$ cat src/ddrsb_pkg.sv
// shared constants, types and helpers for the ddr2 burst and self refresh controller
package ddrsb_pkg;

	// clock and latency
	localparam int CLK_PERIOD_NS = 50;
	localparam int CAS_LAT       = 3;
	localparam int ADD_LAT       = 0;
	localparam int READ_LAT      = ADD_LAT + CAS_LAT;
	localparam int WRITE_LAT     = READ_LAT - 1;
	localparam int PIPE_LEN      = 12;

	// timing figures in their own units
	localparam int T_RP_NS    = 15;
	localparam int T_RCD_NS   = 15;
	localparam int T_AOFD_NS  = 10;
	localparam int T_XSNR_NS  = 200;
	localparam int T_XSRD_CK  = 200;

	// least times round up to whole cycles, never below one
	function automatic int ddrsb_cycles(input int ns);
		int c;
		c = (ns + CLK_PERIOD_NS - 1) / CLK_PERIOD_NS;
		return (c < 1) ? 1 : c;
	endfunction

	localparam logic [7:0] RP_CYC   = 8'(ddrsb_cycles(T_RP_NS));
	localparam logic [7:0] RCD_CYC  = 8'(ddrsb_cycles(T_RCD_NS));
	localparam logic [7:0] AOFD_CYC = 8'(ddrsb_cycles(T_AOFD_NS));
	localparam logic [7:0] XSNR_CYC = 8'(ddrsb_cycles(T_XSNR_NS));
	localparam logic [7:0] XSRD_CYC = 8'(T_XSRD_CK);

	// burst geometry: one controller word carries two ddr beats
	localparam logic [2:0] WORDS_BL4 = 3'h2;
	localparam logic [2:0] WORDS_BL8 = 3'h4;
	localparam int         A10_BIT   = 10;
	localparam int         FIFO_DEPTH = 4;
	localparam int         WORD_W     = 32;

	// command codes as {ras_n, cas_n, we_n}
	typedef enum logic [2:0] {
		CMD_ACT   = 3'b011,
		CMD_READ  = 3'b101,
		CMD_WRITE = 3'b100,
		CMD_PRE   = 3'b010,
		CMD_REF   = 3'b001,
		CMD_NOP   = 3'b111
	} ddrsb_cmd_type;

	// user request
	typedef struct packed {
		logic        write;
		logic [1:0]  bank;
		logic [12:0] row;
		logic [9:0]  col;
	} ddrsb_req_type;

	// memory command pins
	typedef struct packed {
		logic        cke;
		logic        cs_n;
		logic        ras_n;
		logic        cas_n;
		logic        we_n;
		logic [1:0]  ba;
		logic [12:0] addr;
		logic        odt;
	} ddrsb_pins_type;

	// places a command code, bank and address on the pins, cke and odt kept
	function automatic ddrsb_pins_type ddrsb_put(input ddrsb_pins_type p, input ddrsb_cmd_type c,
		input logic [1:0] ba, input logic [12:0] addr);
		ddrsb_pins_type r;
		r = p;
		r.cs_n = 1'b0;
		{r.ras_n, r.cas_n, r.we_n} = c;
		r.ba = ba;
		r.addr = addr;
		return r;
	endfunction

endpackage

$ cat src/ddrsb_ctrl.sv
// ddr2 host controller: seamless bursts, bank opening and self refresh
// How it works
// - bl4 reads issued every two cycles
// - bl8 reads issued every four cycles
// - seamless bursts across banks once activated
// - bl4 writes issued two cycles apart, at most two in a row
// - bl8 writes issued at best every eight cycles
// - all banks precharged before self refresh
// - odt low for turn-off delay first
// - odt back only after exit-to-read delay
// - reads wait exit-to-read delay
// - other commands wait exit-to-non-read delay
module ddrsb_ctrl
	import ddrsb_pkg::*;
(
	// clock and reset
	input  wire logic                 clock,
	input  wire logic                 rstn,
	// configuration levels
	input  wire logic                 burst8,
	input  wire logic                 odt_enable,
	input  wire logic                 sr_request,
	// request stream
	input  wire logic                 req_valid,
	input  wire ddrsb_req_type        req,
	output logic                      req_ack,
	// write data stream
	input  wire logic                 wdata_valid,
	output logic                      wdata_ready,
	input  wire logic [WORD_W-1:0]    wdata,
	// read data
	output logic                      rdata_valid,
	output logic [WORD_W-1:0]         rdata,
	// status
	output logic                      in_self_refresh,
	// memory pins
	output ddrsb_pins_type            pins,
	output logic [WORD_W-1:0]         dq_out,
	output logic                      dq_oe,
	input  wire logic [WORD_W-1:0]    dq_in
);

	typedef enum logic [2:0] {
		ST_IDLE  = 3'b000,
		ST_PRE   = 3'b001,
		ST_ACT   = 3'b010,
		ST_SRPRE = 3'b011,
		ST_ODTOFF = 3'b100,
		ST_SELF  = 3'b101
	} ddrsb_state_type;

	////////////////////////////////////////////////////////////////
	// reset release
	logic rst_meta;
	logic rst_n;

	// two-flop release of the asynchronous reset
	always_ff @(posedge clock or negedge rstn) begin
		if (!rstn) begin
			rst_meta <= 1'b0;
			rst_n    <= 1'b0;
		end else begin
			rst_meta <= 1'b1;
			rst_n    <= rst_meta;
		end
	end

	////////////////////////////////////////////////////////////////
	// declarations
	ddrsb_state_type       state;
	logic [3:0]            bank_open;
	logic [12:0]           open_row [4];
	logic [2:0]            gap;
	logic                  last_write;
	logic [PIPE_LEN-1:0]   wpipe;
	logic [PIPE_LEN-1:0]   rpipe;
	logic [2:0]            reserved;
	logic [2:0]            words;
	logic                  row_hit;
	logic                  col_ok;
	logic                  dir_ok;
	logic                  data_ok;
	logic                  pipes_idle;
	logic                  issue_col;
	logic                  issue_pre;
	logic                  issue_act;
	logic                  sr_start;
	logic                  sr_exit;
	logic                  tmr_load;
	logic [7:0]            tmr_value;
	logic                  tmr_done;
	logic                  xsrd_done;
	logic                  xsnr_done;
	logic                  fifo_valid;
	logic [WORD_W-1:0]     fifo_data;
	logic [2:0]            fifo_count;
	logic                  pop;
	logic [PIPE_LEN-1:0]   next_mask;

	////////////////////////////////////////////////////////////////
	// helper blocks
	ddrsb_fifo #(
		.WIDTH (WORD_W),
		.DEPTH (FIFO_DEPTH)
	) u_wfifo (
		.clock     (clock),
		.rst_n     (rst_n),
		.in_valid  (wdata_valid),
		.in_ready  (wdata_ready),
		.in_data   (wdata),
		.out_valid (fifo_valid),
		.out_ready (pop),
		.out_data  (fifo_data),
		.count     (fifo_count)
	);

	ddrsb_timer u_wait (
		.clock (clock),
		.rst_n (rst_n),
		.load  (tmr_load),
		.value (tmr_value),
		.done  (tmr_done)
	);

	ddrsb_timer u_xsrd (
		.clock (clock),
		.rst_n (rst_n),
		.load  (sr_exit),
		.value (XSRD_CYC),
		.done  (xsrd_done)
	);

	ddrsb_timer u_xsnr (
		.clock (clock),
		.rst_n (rst_n),
		.load  (sr_exit),
		.value (XSNR_CYC),
		.done  (xsnr_done)
	);

	////////////////////////////////////////////////////////////////
	// issue conditions
	assign words      = burst8 ? WORDS_BL8 : WORDS_BL4;
	assign row_hit    = bank_open[req.bank] && (open_row[req.bank] == req.row);
	assign pipes_idle = (wpipe == '0) && (rpipe == '0) && (gap == 3'h0);
	assign col_ok     = (gap == 3'h0);
	// turnaround only once the bus is quiet
	assign dir_ok     = (req.write == last_write) || ((wpipe == '0) && (rpipe == '0));
	// write data must already sit in the fifo
	assign data_ok    = !req.write || ({1'b0, fifo_count} >= 4'(reserved) + 4'(words));
	// exit delays gate the column command
	assign issue_col  = (state == ST_IDLE) && !sr_request && req_valid && !req_ack
		&& row_hit && col_ok && dir_ok && data_ok
		&& (req.write ? xsnr_done : xsrd_done);
	assign issue_pre  = (state == ST_IDLE) && !sr_request && req_valid && !req_ack
		&& !row_hit && bank_open[req.bank] && pipes_idle && xsnr_done;
	assign issue_act  = (state == ST_IDLE) && !sr_request && req_valid && !req_ack
		&& !bank_open[req.bank] && pipes_idle && xsnr_done;
	assign sr_start   = (state == ST_IDLE) && sr_request && pipes_idle && xsnr_done;
	assign sr_exit    = (state == ST_SELF) && !sr_request;
	assign pop        = wpipe[0];

	// fresh data-slot mask for a burst that starts after the given latency
	function automatic logic [PIPE_LEN-1:0] ddrsb_slots(input int lat, input logic [2:0] n);
		logic [PIPE_LEN-1:0] m;
		m = '0;
		for (int i = 0; i < 4; i++) begin
			if (3'(i) < n) begin
				m[lat + i] = 1'b1;
			end
		end
		return m;
	endfunction

	assign next_mask = issue_col
		? (req.write ? ddrsb_slots(WRITE_LAT, words) : ddrsb_slots(READ_LAT + 1, words))
		: '0;

	// waits for precharge, activate and odt turn-off
	always_comb begin
		tmr_load  = 1'b0;
		tmr_value = RP_CYC;
		if (issue_pre || (sr_start && (bank_open != 4'h0))) begin
			tmr_load = 1'b1;
		end else if (issue_act) begin
			tmr_load  = 1'b1;
			tmr_value = RCD_CYC;
		end else if ((sr_start && (bank_open == 4'h0)) || ((state == ST_SRPRE) && tmr_done)) begin
			tmr_load  = 1'b1;
			tmr_value = AOFD_CYC;
		end
	end

	////////////////////////////////////////////////////////////////
	// sequencer
	always_ff @(posedge clock or negedge rst_n) begin
		if (!rst_n) begin
			state <= ST_IDLE;
		end else begin
			unique case (state)
				ST_IDLE: begin
					if (sr_start) begin
						state <= (bank_open != 4'h0) ? ST_SRPRE : ST_ODTOFF;
					end else if (issue_pre) begin
						state <= ST_PRE;
					end else if (issue_act) begin
						state <= ST_ACT;
					end
				end
				ST_PRE, ST_ACT: begin
					if (tmr_done) begin
						state <= ST_IDLE;
					end
				end
				ST_SRPRE: begin
					if (tmr_done) begin
						state <= ST_ODTOFF;
					end
				end
				ST_ODTOFF: begin
					if (tmr_done && !tmr_load) begin
						state <= ST_SELF;
					end
				end
				ST_SELF: begin
					if (!sr_request) begin
						state <= ST_IDLE;
					end
				end
			endcase
		end
	end

	// bank and row bookkeeping
	always_ff @(posedge clock or negedge rst_n) begin
		if (!rst_n) begin
			bank_open <= 4'h0;
			for (int b = 0; b < 4; b++) begin
				open_row[b] <= 13'h0000;
			end
		end else if (sr_start) begin
			bank_open <= 4'h0;
		end else if (issue_pre) begin
			bank_open[req.bank] <= 1'b0;
		end else if (issue_act) begin
			bank_open[req.bank] <= 1'b1;
			open_row[req.bank]  <= req.row;
		end
	end

	// column spacing, direction and request acknowledge
	always_ff @(posedge clock or negedge rst_n) begin
		if (!rst_n) begin
			gap        <= 3'h0;
			last_write <= 1'b0;
			req_ack    <= 1'b0;
		end else begin
			req_ack <= issue_col;
			if (issue_col) begin
				gap        <= words - 3'h1;
				last_write <= req.write;
			end else if (gap != 3'h0) begin
				gap <= gap - 3'h1;
			end
		end
	end

	// data slot pipes and write reservations
	always_ff @(posedge clock or negedge rst_n) begin
		if (!rst_n) begin
			wpipe    <= '0;
			rpipe    <= '0;
			reserved <= 3'h0;
		end else begin
			// back-to-back slots merge into one stream
			wpipe    <= (wpipe >> 1) | (req.write ? next_mask : '0);
			rpipe    <= (rpipe >> 1) | (req.write ? '0 : next_mask);
			reserved <= reserved + ((issue_col && req.write) ? words : 3'h0) - {2'h0, pop};
		end
	end

	////////////////////////////////////////////////////////////////
	// command pins
	always_ff @(posedge clock or negedge rst_n) begin
		if (!rst_n) begin
			pins <= '{cke: 1'b0, cs_n: 1'b1, ras_n: 1'b1, cas_n: 1'b1, we_n: 1'b1,
				ba: 2'h0, addr: 13'h0000, odt: 1'b0};
		end else begin
			pins <= ddrsb_put(pins, CMD_NOP, pins.ba, pins.addr);
			pins.cke <= (state != ST_SELF) || !sr_request;
			// odt only with exit-to-read delay met
			pins.odt <= odt_enable && xsrd_done && !sr_request
				&& (state == ST_IDLE || state == ST_PRE || state == ST_ACT);
			if (issue_col) begin
				pins <= ddrsb_put(pins, req.write ? CMD_WRITE : CMD_READ, req.bank,
					{3'h0, req.col});
			end else if (issue_pre) begin
				pins <= ddrsb_put(pins, CMD_PRE, req.bank, 13'h0000);
			end else if (issue_act) begin
				pins <= ddrsb_put(pins, CMD_ACT, req.bank, req.row);
			end else if (sr_start && (bank_open != 4'h0)) begin
				pins <= ddrsb_put(pins, CMD_PRE, 2'h0, 13'(1 << A10_BIT));
				pins.odt <= 1'b0;
			end else if ((state == ST_ODTOFF) && tmr_done && !tmr_load) begin
				// enter self refresh with cke low
				pins      <= ddrsb_put(pins, CMD_REF, 2'h0, 13'h0000);
				pins.cke  <= 1'b0;
				pins.odt  <= 1'b0;
			end else if ((state == ST_SELF) && sr_request) begin
				pins.cke <= 1'b0;
				pins.odt <= 1'b0;
			end
		end
	end

	////////////////////////////////////////////////////////////////
	// data pins and read capture
	always_ff @(posedge clock or negedge rst_n) begin
		if (!rst_n) begin
			dq_out      <= '0;
			dq_oe       <= 1'b0;
			rdata       <= '0;
			rdata_valid <= 1'b0;
		end else begin
			dq_oe       <= wpipe[0] && fifo_valid;
			rdata_valid <= rpipe[0];
			if (wpipe[0]) begin
				dq_out <= fifo_data;
			end
			if (rpipe[0]) begin
				rdata <= dq_in;
			end
		end
	end

	// self refresh status
	always_ff @(posedge clock or negedge rst_n) begin
		if (!rst_n) begin
			in_self_refresh <= 1'b0;
		end else begin
			in_self_refresh <= (state == ST_SELF) && sr_request;
		end
	end

endmodule

$ cat src/ddrsb_fifo.sv
// small fifo for write data with valid and ready on both sides
module ddrsb_fifo
	import ddrsb_pkg::*;
#(
	parameter int WIDTH = 32,
	parameter int DEPTH = 4
) (
	// clock and reset
	input  wire logic             clock,
	input  wire logic             rst_n,
	// filling side
	input  wire logic             in_valid,
	output logic                  in_ready,
	input  wire logic [WIDTH-1:0] in_data,
	// draining side
	output logic                  out_valid,
	input  wire logic             out_ready,
	output logic [WIDTH-1:0]      out_data,
	// fill level
	output logic [$clog2(DEPTH):0] count
);
	localparam int AW = $clog2(DEPTH);

	logic [WIDTH-1:0] mem [DEPTH];
	logic [AW-1:0]    wr_ptr;
	logic [AW-1:0]    rd_ptr;
	logic             push;
	logic             pop;

	////////////////////////////////////////////////////////////////
	// handshake terms
	assign push     = in_valid && in_ready;
	assign pop      = out_valid && out_ready;
	assign out_data = mem[rd_ptr];

	// storage
	always_ff @(posedge clock) begin
		if (push) begin
			mem[wr_ptr] <= in_data;
		end
	end

	// pointers, level and flags
	always_ff @(posedge clock or negedge rst_n) begin
		if (!rst_n) begin
			wr_ptr    <= '0;
			rd_ptr    <= '0;
			count     <= '0;
			in_ready  <= 1'b0;
			out_valid <= 1'b0;
		end else begin
			if (push) begin
				wr_ptr <= AW'(wr_ptr + 1'b1);
			end
			if (pop) begin
				rd_ptr <= AW'(rd_ptr + 1'b1);
			end
			count     <= (AW+1)'(count + push - pop);
			in_ready  <= (AW+1)'(count + push - pop) != (AW+1)'(DEPTH);
			out_valid <= (AW+1)'(count + push - pop) != '0;
		end
	end

endmodule

$ cat src/ddrsb_timer.sv
// loadable down counter that flags when a wait has run out
module ddrsb_timer
	import ddrsb_pkg::*;
(
	// clock and reset
	input  wire logic       clock,
	input  wire logic       rst_n,
	// load a fresh wait
	input  wire logic       load,
	input  wire logic [7:0] value,
	// wait over
	output logic            done
);
	logic [7:0] left;

	// count down to zero after each load
	always_ff @(posedge clock or negedge rst_n) begin
		if (!rst_n) begin
			left <= 8'h00;
			done <= 1'b1;
		end else if (load) begin
			left <= value;
			done <= 1'b0;
		end else if (left != 8'h00) begin
			left <= left - 8'h01;
			done <= (left == 8'h01);
		end
	end

endmodule
$ cat config.mk
export PLATFORM = sky130hd
export DESIGN_NAME = ddrsb_ctrl
export DESIGN_NICKNAME = d
export VERILOG_FILES = /design/src/ddrsb_pkg.sv /design/src/ddrsb_ctrl.sv /design/src/ddrsb_fifo.sv /design/src/ddrsb_timer.sv
export SDC_FILE = /design/constraint.sdc
export NUM_CORES = 1
export LEC_CHECK = 0
export BUFFER_PORTS_ARGS = -buffer_cell sky130_fd_sc_hd__buf_4
export CORE_MARGIN = 10
export CORE_UTILIZATION = 52
export CTS_CLUSTER_DIAMETER = 60
export DETAILED_ROUTE_END_ITERATION = 7
export PLACE_DENSITY = 0.76
export SYNTH_ARGS = -nofsm -noshare
export SYNTH_HDL_FRONTEND = slang
export SYNTH_SLANG_ARGS = --single-unit
$ cat constraint.sdc
create_clock -name clock -period 5.75 [get_ports clock]
set_input_delay 1.4375 -clock clock [delete_from_list [all_inputs] [get_ports clock]]
set_output_delay 1.4375 -clock clock [all_outputs]
set_load 0.005 [all_outputs]
---- After elaboration in Yosys (flattened, before gate mapping) ----
Memory sizes are Yosys's and may differ from the RTL's. A register that Yosys moved wholly into a read port is not among the register bits.
Cells that the tools add are included.
word-level totals
  output and inout bits ................... 90
  register bits after elaboration ......... 177
  bits in writable memories ............... 128
  ROM bits ................................ 0
  bits of input ports ..................... 97
  memories ................................ 1
  latch bits .............................. 0
operators by class
  eq/ne operators ......................... 17
  add/sub/neg operators ................... 12
  reductions and logical operators ........ 73
  mux-type cells .......................... 62
  divide/modulo/power cells ............... 0
  bitwise logic cells ..................... 11
  shifts and indexed selects .............. 0
  multiply operators ...................... 0
  magnitude comparators ................... 9
memories
  name         depth  width  read ports  clocked after memory_dff  write ports  RTL line          source
  u_wfifo.mem  4      32     1           1                         1            ddrsb_fifo.sv:24  logic [WIDTH-1:0] mem [DEPTH];
operator list
  kind                                                                 number
  8-bit 2-to-1 mux                                                     10
  20-bit 2-to-1 mux                                                    3
  52-bit bitwise mux                                                   1
  13-bit 2-to-1 mux                                                    3
  1-bit logical AND                                                    37
  3-bit 2-to-1 mux                                                     12
  13-bit binary-select mux with 2-bit select                           1
  13-bit demux with 2-bit select                                       1
  8-bit by 1-bit == test with 1-bit output (second input constant)     3
  12-bit logical NOT                                                   2
  8-bit nonzero test                                                   3
  8-bit by 1-bit subtractor with 8-bit output (second input constant)  3
  1-bit 2-to-1 mux                                                     23
  19-bit 2-to-1 mux                                                    1
  18-bit 2-to-1 mux                                                    1
  7-bit by 8-bit bitwise OR with 8-bit output                          2
  3-bit one-hot mux with 5 select lines                                1
  13-bit == test                                                       1
  4-bit 2-to-1 mux                                                     3
  3-bit nonzero test                                                   3
  2-bit nonzero test                                                   4
  1-bit logical NOT                                                    7
  1-bit logical OR                                                     7
  3-bit by 2-bit == test with 1-bit output (second input constant)     2
  35 further kinds                                                     50

---- Depth between registers and ports, before layout ----
Gate-level depths: netlist of run 1.
  word-level depth ........................ 20
  gate-level depth with buffers ........... 18

---- Modules after synthesis ----
Synthesis of run 1 repeated with hierarchy kept, for this count alone.
second synthesis, totals
  cell total of the unflattened synthesis .. 900
  area total of the unflattened synthesis .. 14259.9 µm²
modules (own cells, without submodules)
  module                    times used  area each (µm²)  cells an instance  sequential area each (µm²)
  ddrsb_ctrl                1           7492.2           528                4334.2
  ddrsb_fifo                1           5122.4           204                4068.9
  ddrsb_timer (u_xsnr ...)  2           563.0            56                 226.5
  ddrsb_timer (u_wait)      1           519.2            56                 226.5

---- Worst setup path after synthesis of run 1 ----
Ideal clock, no wire load.
  path type ............................... input port to flip-flop
  start ................................... input port req[24] (netlist bit)
  end ..................................... register reserved[2]
  arrival ................................. 4.258 ns
  setup slack ............................. 1.367 ns
  path buffers ............................ 4
  cell stages on the path ................. 18
  setup time .............................. 0.125 ns
  data required time ...................... 5.625 ns
  cells stage by stage .................... buf_2 -> buf_2 -> mux4_2 -> xnor2_1 -> nand4_1 -> a2111oi_4 -> and2_1 -> buf_6 -> nand2_4 -> inv_2 -> buf_6 -> nand3_1 -> ha_1 -> inv_1 -> ha_1 -> xnor2_1 -> xnor2_1 -> xnor2_1
on the way
  cells in the longest elaborated chain, start to end .. 15
  elaborated cells on any way between the ends .. 17
  those cells by class .................... add/sub: 2; eq/ne: 1; mux: 6; bitwise: 1; reduce/logical: 7
ends and longest elaborated chain
  what                                                  RTL line           source
  from (decl)                                           ddrsb_ctrl.sv:25   input wire ddrsb_req_type req,
  2-bit NOT with 3-bit output (not written as such)     ddrsb_ctrl.sv:144  assign row_hit = bank_open[req.bank] && (open_row[req.bank] == req.row);
  13-bit binary-select mux with 2-bit select            ddrsb_ctrl.sv:144
  13-bit 2-to-1 mux (not written as such) (2 in a row)  ddrsb_ctrl.sv:144
  13-bit == test                                        ddrsb_ctrl.sv:144
  1-bit logical AND (*)                                 ddrsb_ctrl.sv:144
  1-bit logical AND (*) (4 in a row)                    ddrsb_ctrl.sv:153  && row_hit && col_ok && dir_ok && data_ok
  1-bit logical AND (*)                                 ddrsb_ctrl.sv:154  && (req.write ? xsnr_done : xsrd_done);
  named net issue_col                                   ddrsb_ctrl.sv:84   logic issue_col;
  1-bit logical AND (*)                                 ddrsb_ctrl.sv:278  reserved <= reserved + ((issue_col && req.write) ? words : 3'h0) - {2'h0, pop};
  3-bit 2-to-1 mux (*)                                  ddrsb_ctrl.sv:278
  3-bit adder (*)                                       ddrsb_ctrl.sv:278
  3-bit by 1-bit subtractor with 3-bit output (*)       ddrsb_ctrl.sv:278
  to (signal assigned)                                  ddrsb_ctrl.sv:278
  to (decl)                                             ddrsb_ctrl.sv:77   logic [2:0] reserved;
Mark *: on every way through the listed nets, which the timed path passes. The rest lies on a longest branch. The select of a mux whose other input is x is not followed.
A chain may end at the register's enable or synchronous reset.

---- Final worst setup path of run 1 ----
  start ................................... input port burst8
  end ..................................... register reserved[2]
on the way
  cells in the longest elaborated chain, start to end .. 10
ends and longest elaborated chain
  what                                             RTL line           source
  from (decl)                                      ddrsb_ctrl.sv:20   input wire logic burst8,
  3-bit 2-to-1 mux (*)                             ddrsb_ctrl.sv:143  assign words = burst8 ? WORDS_BL8 : WORDS_BL4;
  3-bit by 3-bit adder with 4-bit output           ddrsb_ctrl.sv:150  assign data_ok = !req.write || ({1'b0, fifo_count} >= 4'(reserved) + 4'(words));
  3-bit by 4-bit >= comparator with 1-bit output   ddrsb_ctrl.sv:150
  1-bit logical OR                                 ddrsb_ctrl.sv:150
  1-bit logical AND                                ddrsb_ctrl.sv:153
  1-bit logical AND                                ddrsb_ctrl.sv:154
  1-bit logical AND                                ddrsb_ctrl.sv:278
  3-bit 2-to-1 mux (*)                             ddrsb_ctrl.sv:278
  3-bit adder (*)                                  ddrsb_ctrl.sv:278
  3-bit by 1-bit subtractor with 3-bit output (*)  ddrsb_ctrl.sv:278
Mark *: on every way between the ends. The rest lies on a longest branch, timed or not.

==> reports/metrics.cfg, run 1 <==
[outcome]
outcome = completed

[critical_path]
critPathMaxFanout = 16
start_kind = input pin
critPathMaxStageDelay_ps = 530
crit_arrival_ps = 4760
ff2ff_setup_slack_ps = 2010
cpLargestDelayFamily = adder cells
crit_type = input pin to flip-flop
r2r_start = wpipe[0]
cp_slowest_cell = a21oi_4
critical_path.endpoint = reserved[2]
cp-end-kind = flip-flop
cp_data_required_time_ps = 6170
cp_num_buf_inv = 5
path_depth = 18
r2r-end = reserved[2]
critPathLaunch = burst8
path_cells = buf_4 > inv_1 > ha_1 > fa_1 > inv_1 > ha_1 > nor2b_1 > o22ai_1 > a21oi_4 > nand2_4 > inv_2 > nand3_1 > ha_1 > inv_1 > ha_1 > xnor2_1 > xnor2_1 > xnor2_1
rr_worst_depth = 13
cp_common_cell = ha_1

[clock_tree]
clk_pin_slew_ps = 60
htreeDepth = 2
tritoncts = built
postCtsHoldBufs = 0
clk_path_buf_depth = 3
clock_latency_ps = 510
cts-root-buf = clkbuf_16
clkSinkCount = 337
cts_buffers = 37
postCtsSetupRepairBufs = 0
post_cts_resized = 0

[timing]
timing.final.ws_setup_ps = 1410
timing.final.crit_share_pct = 75.5
drv_slew = 0
worstMarginPinSlew_ps = 1070
setup_viol = 0
rsz0062_at_grt = no
hold_viol = 0
fmax_mhz = 230
final.setup.tns_ps = 0
whs_ps = 353
post-route-min-period_ps = 4340
skew_ps = 17.9
relSlewSlack_pct = 28.9

[logic_synthesis]
syn_inst = 884
synth.largest_area_cell = dfrtp_1
syn_avg_cell_area_um2 = 15.7
ys_types = 60
synth-edff-count = 128
synth-seq-cells = 337
netlist_top_cells_area = dfrtp_1, edfxtp_1, mux2_2
ys_seq_area_share_pct = 65.4
yosys.area.top_type_share_pct = 36.4
synth_flop_cell = dfrtp_1
ys_warn_count = 0
synthArstFlopShare_pct = 62.0
netlist_area_um2 = 13900

[floorplan]
dieWidth_um = 183
die-area_um2 = 33600
die_height_um = 183
rows = 59
num_io_pins = 187
core_um2 = 26200
start_util_pct = 53.0

[routing]
vias_per_cell = 5.48
avgRoutedWirePerCell_um = 19.3
routed_wl_um = 27600
first_pass_iters = 4
drc_errors = 0
ant_nets = 0
num_vias = 7865
initialDrtViolationCount = 351

[placed_design]
io_buffers = 186
dpl.hpwl_um = 18200
gp_congestion = 0.787
pre_cts_ws_ps = 891

[cells_and_area]
finalCoreUtilization_pct = 64.1
syn_to_final_growth_pct = 21.0
finalNetCount = 1194
diodes = 0
n_fill_cell = 1908
drive_gt1_share_pct = 40.5

[power]
finalPower_uw = 6980
p_per_area_nw_per_um2 = 415
ir_worst_vdd_v = 0.000266
p_leak_uw = 0.00733

[global_routing]
antenna_found_initial = 0
grt_pass1_vias = 8325
grt_usage_pct = 16.5
grt_start_max_net_pins = 141
grt_pass1_wl_um = 44900
grt-ovfl-total = 0

[hold_path]
min_path_type = flip-flop to flip-flop

[run]
max-cap-violations = 0

[area by class of cell]
class / count / area [µm²] / area share (%)
Multi-Input combinational cell: 459 / 4430 / 26.4
Tap cell: 335 / 419 / 2.49
Clock inverter: 12 / 149 / 0.886
Sequential cell: 337 / 9090 / 54.1
Timing Repair Buffer: 194 / 1470 / 8.74
Inverter: 45 / 169 / 1.01
Clock buffer: 53 / 1080 / 6.42
[worst reg2reg max path: stages, from the launching register on]
cell,delay [ps]
dfrtp_2,740
nor4_1,490
nand4_1,270
a31o_2,330
a21oi_4,470
nand2_4,130
inv_2,190
nand3_1,110
ha_1,270
inv_1,40
ha_1,190
xnor2_1,160
xnor2_1,150
xnor2_1,130
[per-layer routing]
layer	wire (µm)	track usage (%)	share of wire [%]
met1	11600	20.7	42
met2	13900	28.2	50
met3	1760	4.23	6.4
met4	372	4.03	1.3
met5	0	0	0
[state kept, by name, indices dropped and copies added, names as in the netlist, 4 cells and up]
register / flops
u_xsnr.left: 8
open_row: 52
bank_open: 4
u_xsrd.left: 8
rpipe: 8
rdata: 32
u_wfifo.mem: 128
wpipe: 8
u_wait.left: 8
pins: 21
dq_out: 32
[cells in the final DEF (no fill, tap or decap), drive strengths merged, types with 10 or more instances in the layout]
cell,n
buf,194
clkbuf,53
xnor2,19
inv,47
a21oi,23
ha,21
mux2,123
edfxtp,128
o21ai,19
nor4,11
nor3,14
nand2,25
mux4,44
xor2,13
mux2i,10
nor2,40
nand3,13
dfrtp,202
a32oi,11
[cell usage after synthesis, types with 3 or more instances]
cell type  number
a211o_1         3
xnor2_1        19
a21oi_1        20
nand3_1        13
nor2b_1         4
buf_6           5
and3_1          6
nand4_1         7
mux4_2         42
nand3b_1        4
o21ai_0         8
dfrtp_1       202
a311oi_1        4
buf_2           5
o21ai_2        10
ha_1           21
nor4_1         11
nor3_1         14
nand2_1        24
buf_1           6
nor2_1         40
a211oi_1        3
nand2b_1        4
mux2_2        121
xor2_1         13
or3_1           5
a21o_1          4
inv_1          44
edfxtp_1      128
and2_1          4
clkbuf_1       26
mux2i_1        10
dfstp_2         7
a32oi_1        11
[how the worst min path moves through the flow]
stage          cells past startpoint  slack (ps)    end  startpoint
2_1_floorplan                      0         330  rst_n    rst_meta
3_3_place_gp                       0         340  rst_n    rst_meta
3_5_place_dp                       0         340  rst_n    rst_meta
4_1_cts                            0         360  rst_n    rst_meta
5_1_grt                            0         370  rst_n    rst_meta
6_report                           0         350  rst_n    rst_meta
[kinds of logic after synthesis]
kind of cell | synth area share, %
AO/OA/AOI/OAI | 4.30
XOR/XNOR | 2.02
adder cells (fa/ha/maj) | 2.18
buffers and inverters | 2.77
flip-flops | 65.4
multiplexers | 17.9
other | 0.0541
AND/OR/NAND/NOR | 5.39
[through the flow]
stage	std cells	instance area, µm²
after detailed placement	1370	15600
after global routing	1435	16800
final	1435	16800
after CTS	1435	16800
after global placement	1370	15600
after floorplan	885	13900
[power by group]
group	leakage (µW)	switching [µW]	internal, µW
sequential	0.00388	278	2950
combinational	0.00286	646	779
clock	0.000592	892	1440
No activity file was read; power rests on OpenSTA's default activity.
==> run 2, diff against run 1 <==
Settings changed: CORE_UTILIZATION 52 to 57, PLACE_DENSITY 0.76 to 0.79.
Clock period 5.75 ns to 4.5 ns, I/O delays scaled along.
==> run 2 against run 1 <==
Against the previous run:
- combinational power rose by 24%
- sequential power up 30%
- count of clock-buffer cells in the layout stayed put
- design area about the same
- power up 27%
==> reports/metrics.cfg, run 2 (synthesized netlist as in run 1, its figures left out) <==
[timing]
skew_ps = 17.0
setup_viol = 0
drv_slew = 0
post-route-min-period_ps = 3720
rsz0062_at_grt = no
relSlewSlack_pct = 33.3
fmax_mhz = 269
hold_viol = 0
timing.final.crit_share_pct = 82.6
final.setup.tns_ps = 0
worstMarginPinSlew_ps = 995

[global_routing]
gr-max-usage-layer = met2
met3_usage_pct = 4.53
grt_start_max_net_pins = 94
grt_pass1_wl_um = 45600
met2_usage_pct = 30.2
antenna_found_initial = 0
use_met1_pct = 23.2
grt_pass1_vias = 8650
grt_usage_pct = 18.0
grt-ovfl-total = 0

[floorplan]
dieWidth_um = 176
die_height_um = 176
start_util_pct = 57.4
num_io_pins = 187
core_um2 = 24200
die-area_um2 = 31000
rows = 57

[clock_tree]
clock_latency_ps = 510
postCtsHoldBufs = 0
clkSinkCount = 337
postCtsSetupRepairBufs = 0
clk_path_buf_depth = 3
cts-root-buf = clkbuf_16
post_cts_resized = 0
htreeDepth = 2
clk_pin_slew_ps = 60
cts_buffers = 36
tritoncts = built

[critical_path]
crit_type = input pin to flip-flop
start_kind = input pin
critPathMaxStageDelay_ps = 600
cp-end-kind = flip-flop
cp_slowest_cell = mux4_1
path_cells = buf_4 > mux4_1 > xnor2_1 > nand4_1 > a2111oi_4 > and2_1 > nand2_4 > inv_2 > nand3_1 > ha_1 > inv_1 > ha_1 > xnor2_1 > xnor2_1 > xnor2_1
critPathMaxFanout = 11
crit_arrival_ps = 4140
cp_data_required_time_ps = 4920
cp_common_cell = xnor2_1

[cells_and_area]
layout_commonest_cell = dfrtp_1
finalCoreUtilization_pct = 69.5
diodes = 0
reg.largest.list = u_wfifo.mem x128, open_row x52
n_fill_cell = 1633
layout_common_cells = dfrtp_1, buf_4, edfxtp_1
drive_gt1_share_pct = 40.8
largest-register = u_wfifo.mem
final_cells = 1429
syn_to_final_growth_pct = 21.0
finalNetCount = 1197
largest_register_ff_count = 128

[placed_design]
io_buffers = 186
place_inst = 1363
gp_congestion = 0.793
dpl.hpwl_um = 18000

[routing]
routed_wl_um = 27800
vias_per_cell = 5.58
ant_nets = 0
avgRoutedWirePerCell_um = 19.4
initialDrtViolationCount = 546
num_vias = 7973
drc_errors = 0
first_pass_iters = 5

[power]
p_per_area_nw_per_um2 = 529
ir_worst_vdd_v = 0.000276
p_leak_uw = 0.00735
finalPower_uw = 8880

[hold_path]
min_path_type = flip-flop to flip-flop

[outcome]
outcome = completed

[run]
max-cap-violations = 0

==> run 2: cell types whose count changed in the layout (fill, tap and decap cells not counted), sizes merged <==
cell,before,now
buf,194,198
clkinvlp,3,0
bufinv,3,2
clkinv,4,11
inv,47,45
==> run 2: power by group <==
group          switching [µW]  internal [µW]  total [µW]
Clock                    1150           1780        2930
Sequential                422           3760        4190
Combinational             770            995        1760
Total                    2340           6540        8880
==> run 2: metrics by stage <==
stage / hold slack (ps) / setup slack [ps] / instance area (µm²)
3_5_place_dp: 343 / 265 / 15600
4_1_cts: 357 / 766 / 16800
5_1_grt: 359 / 541 / 16800
2_1_floorplan: 331 / 430 / 13900
3_3_place_gp: 340 / 327 / 15600
6_report: 353 / 781 / 16800
==> run 2: path summary, 6_finish.rpt <==
check                         start           to  slack, ps  cells past startpoint
min reg2reg                rst_meta        rst_n        350                      0
max reg2reg                wpipe[0]  reserved[2]       1160                     13
max                         req[23]  reserved[2]        780                     15
max in group asynchronous     rst_n     pins[20]       2860                      1
min in group asynchronous      rstn        rst_n        390                      1
min                        rst_meta        rst_n        350                      0
==> run 2: cell type report <==
type                            instances  area, µm²  share of cell area, %
Multi-Input combinational cell        459       4430                   26.4
Sequential cell                       337       9090                   54.1
Inverter                               45        169                   1.01
Timing Repair Buffer                  198       1500                   8.92
Tap cell                              324        405                   2.41
Clock inverter                         13        125                  0.745
Clock buffer                           53       1080                   6.41
==> run 2: worst max-delay path, delay by kind of cell <==
family,cells,cell delay (ps)
and+or+nand+nor,4,600
xor gates and xnor gates,4,620
AOI/OAI and AO/OA,1,420
buffers and inverters,3,310
adders and majority gates,2,470
muxes,1,600
==> run 2: metal layers <==
| metal | share of wire, % | vias up |
|---|---|---|
| met1 | 42 | 4097 |
| met3 | 5.9 | 29 |
| met2 | 50 | 207 |
| li1 | - | 3640 |
| met5 | 0 | - |
| met4 | 1.3 | 0 |
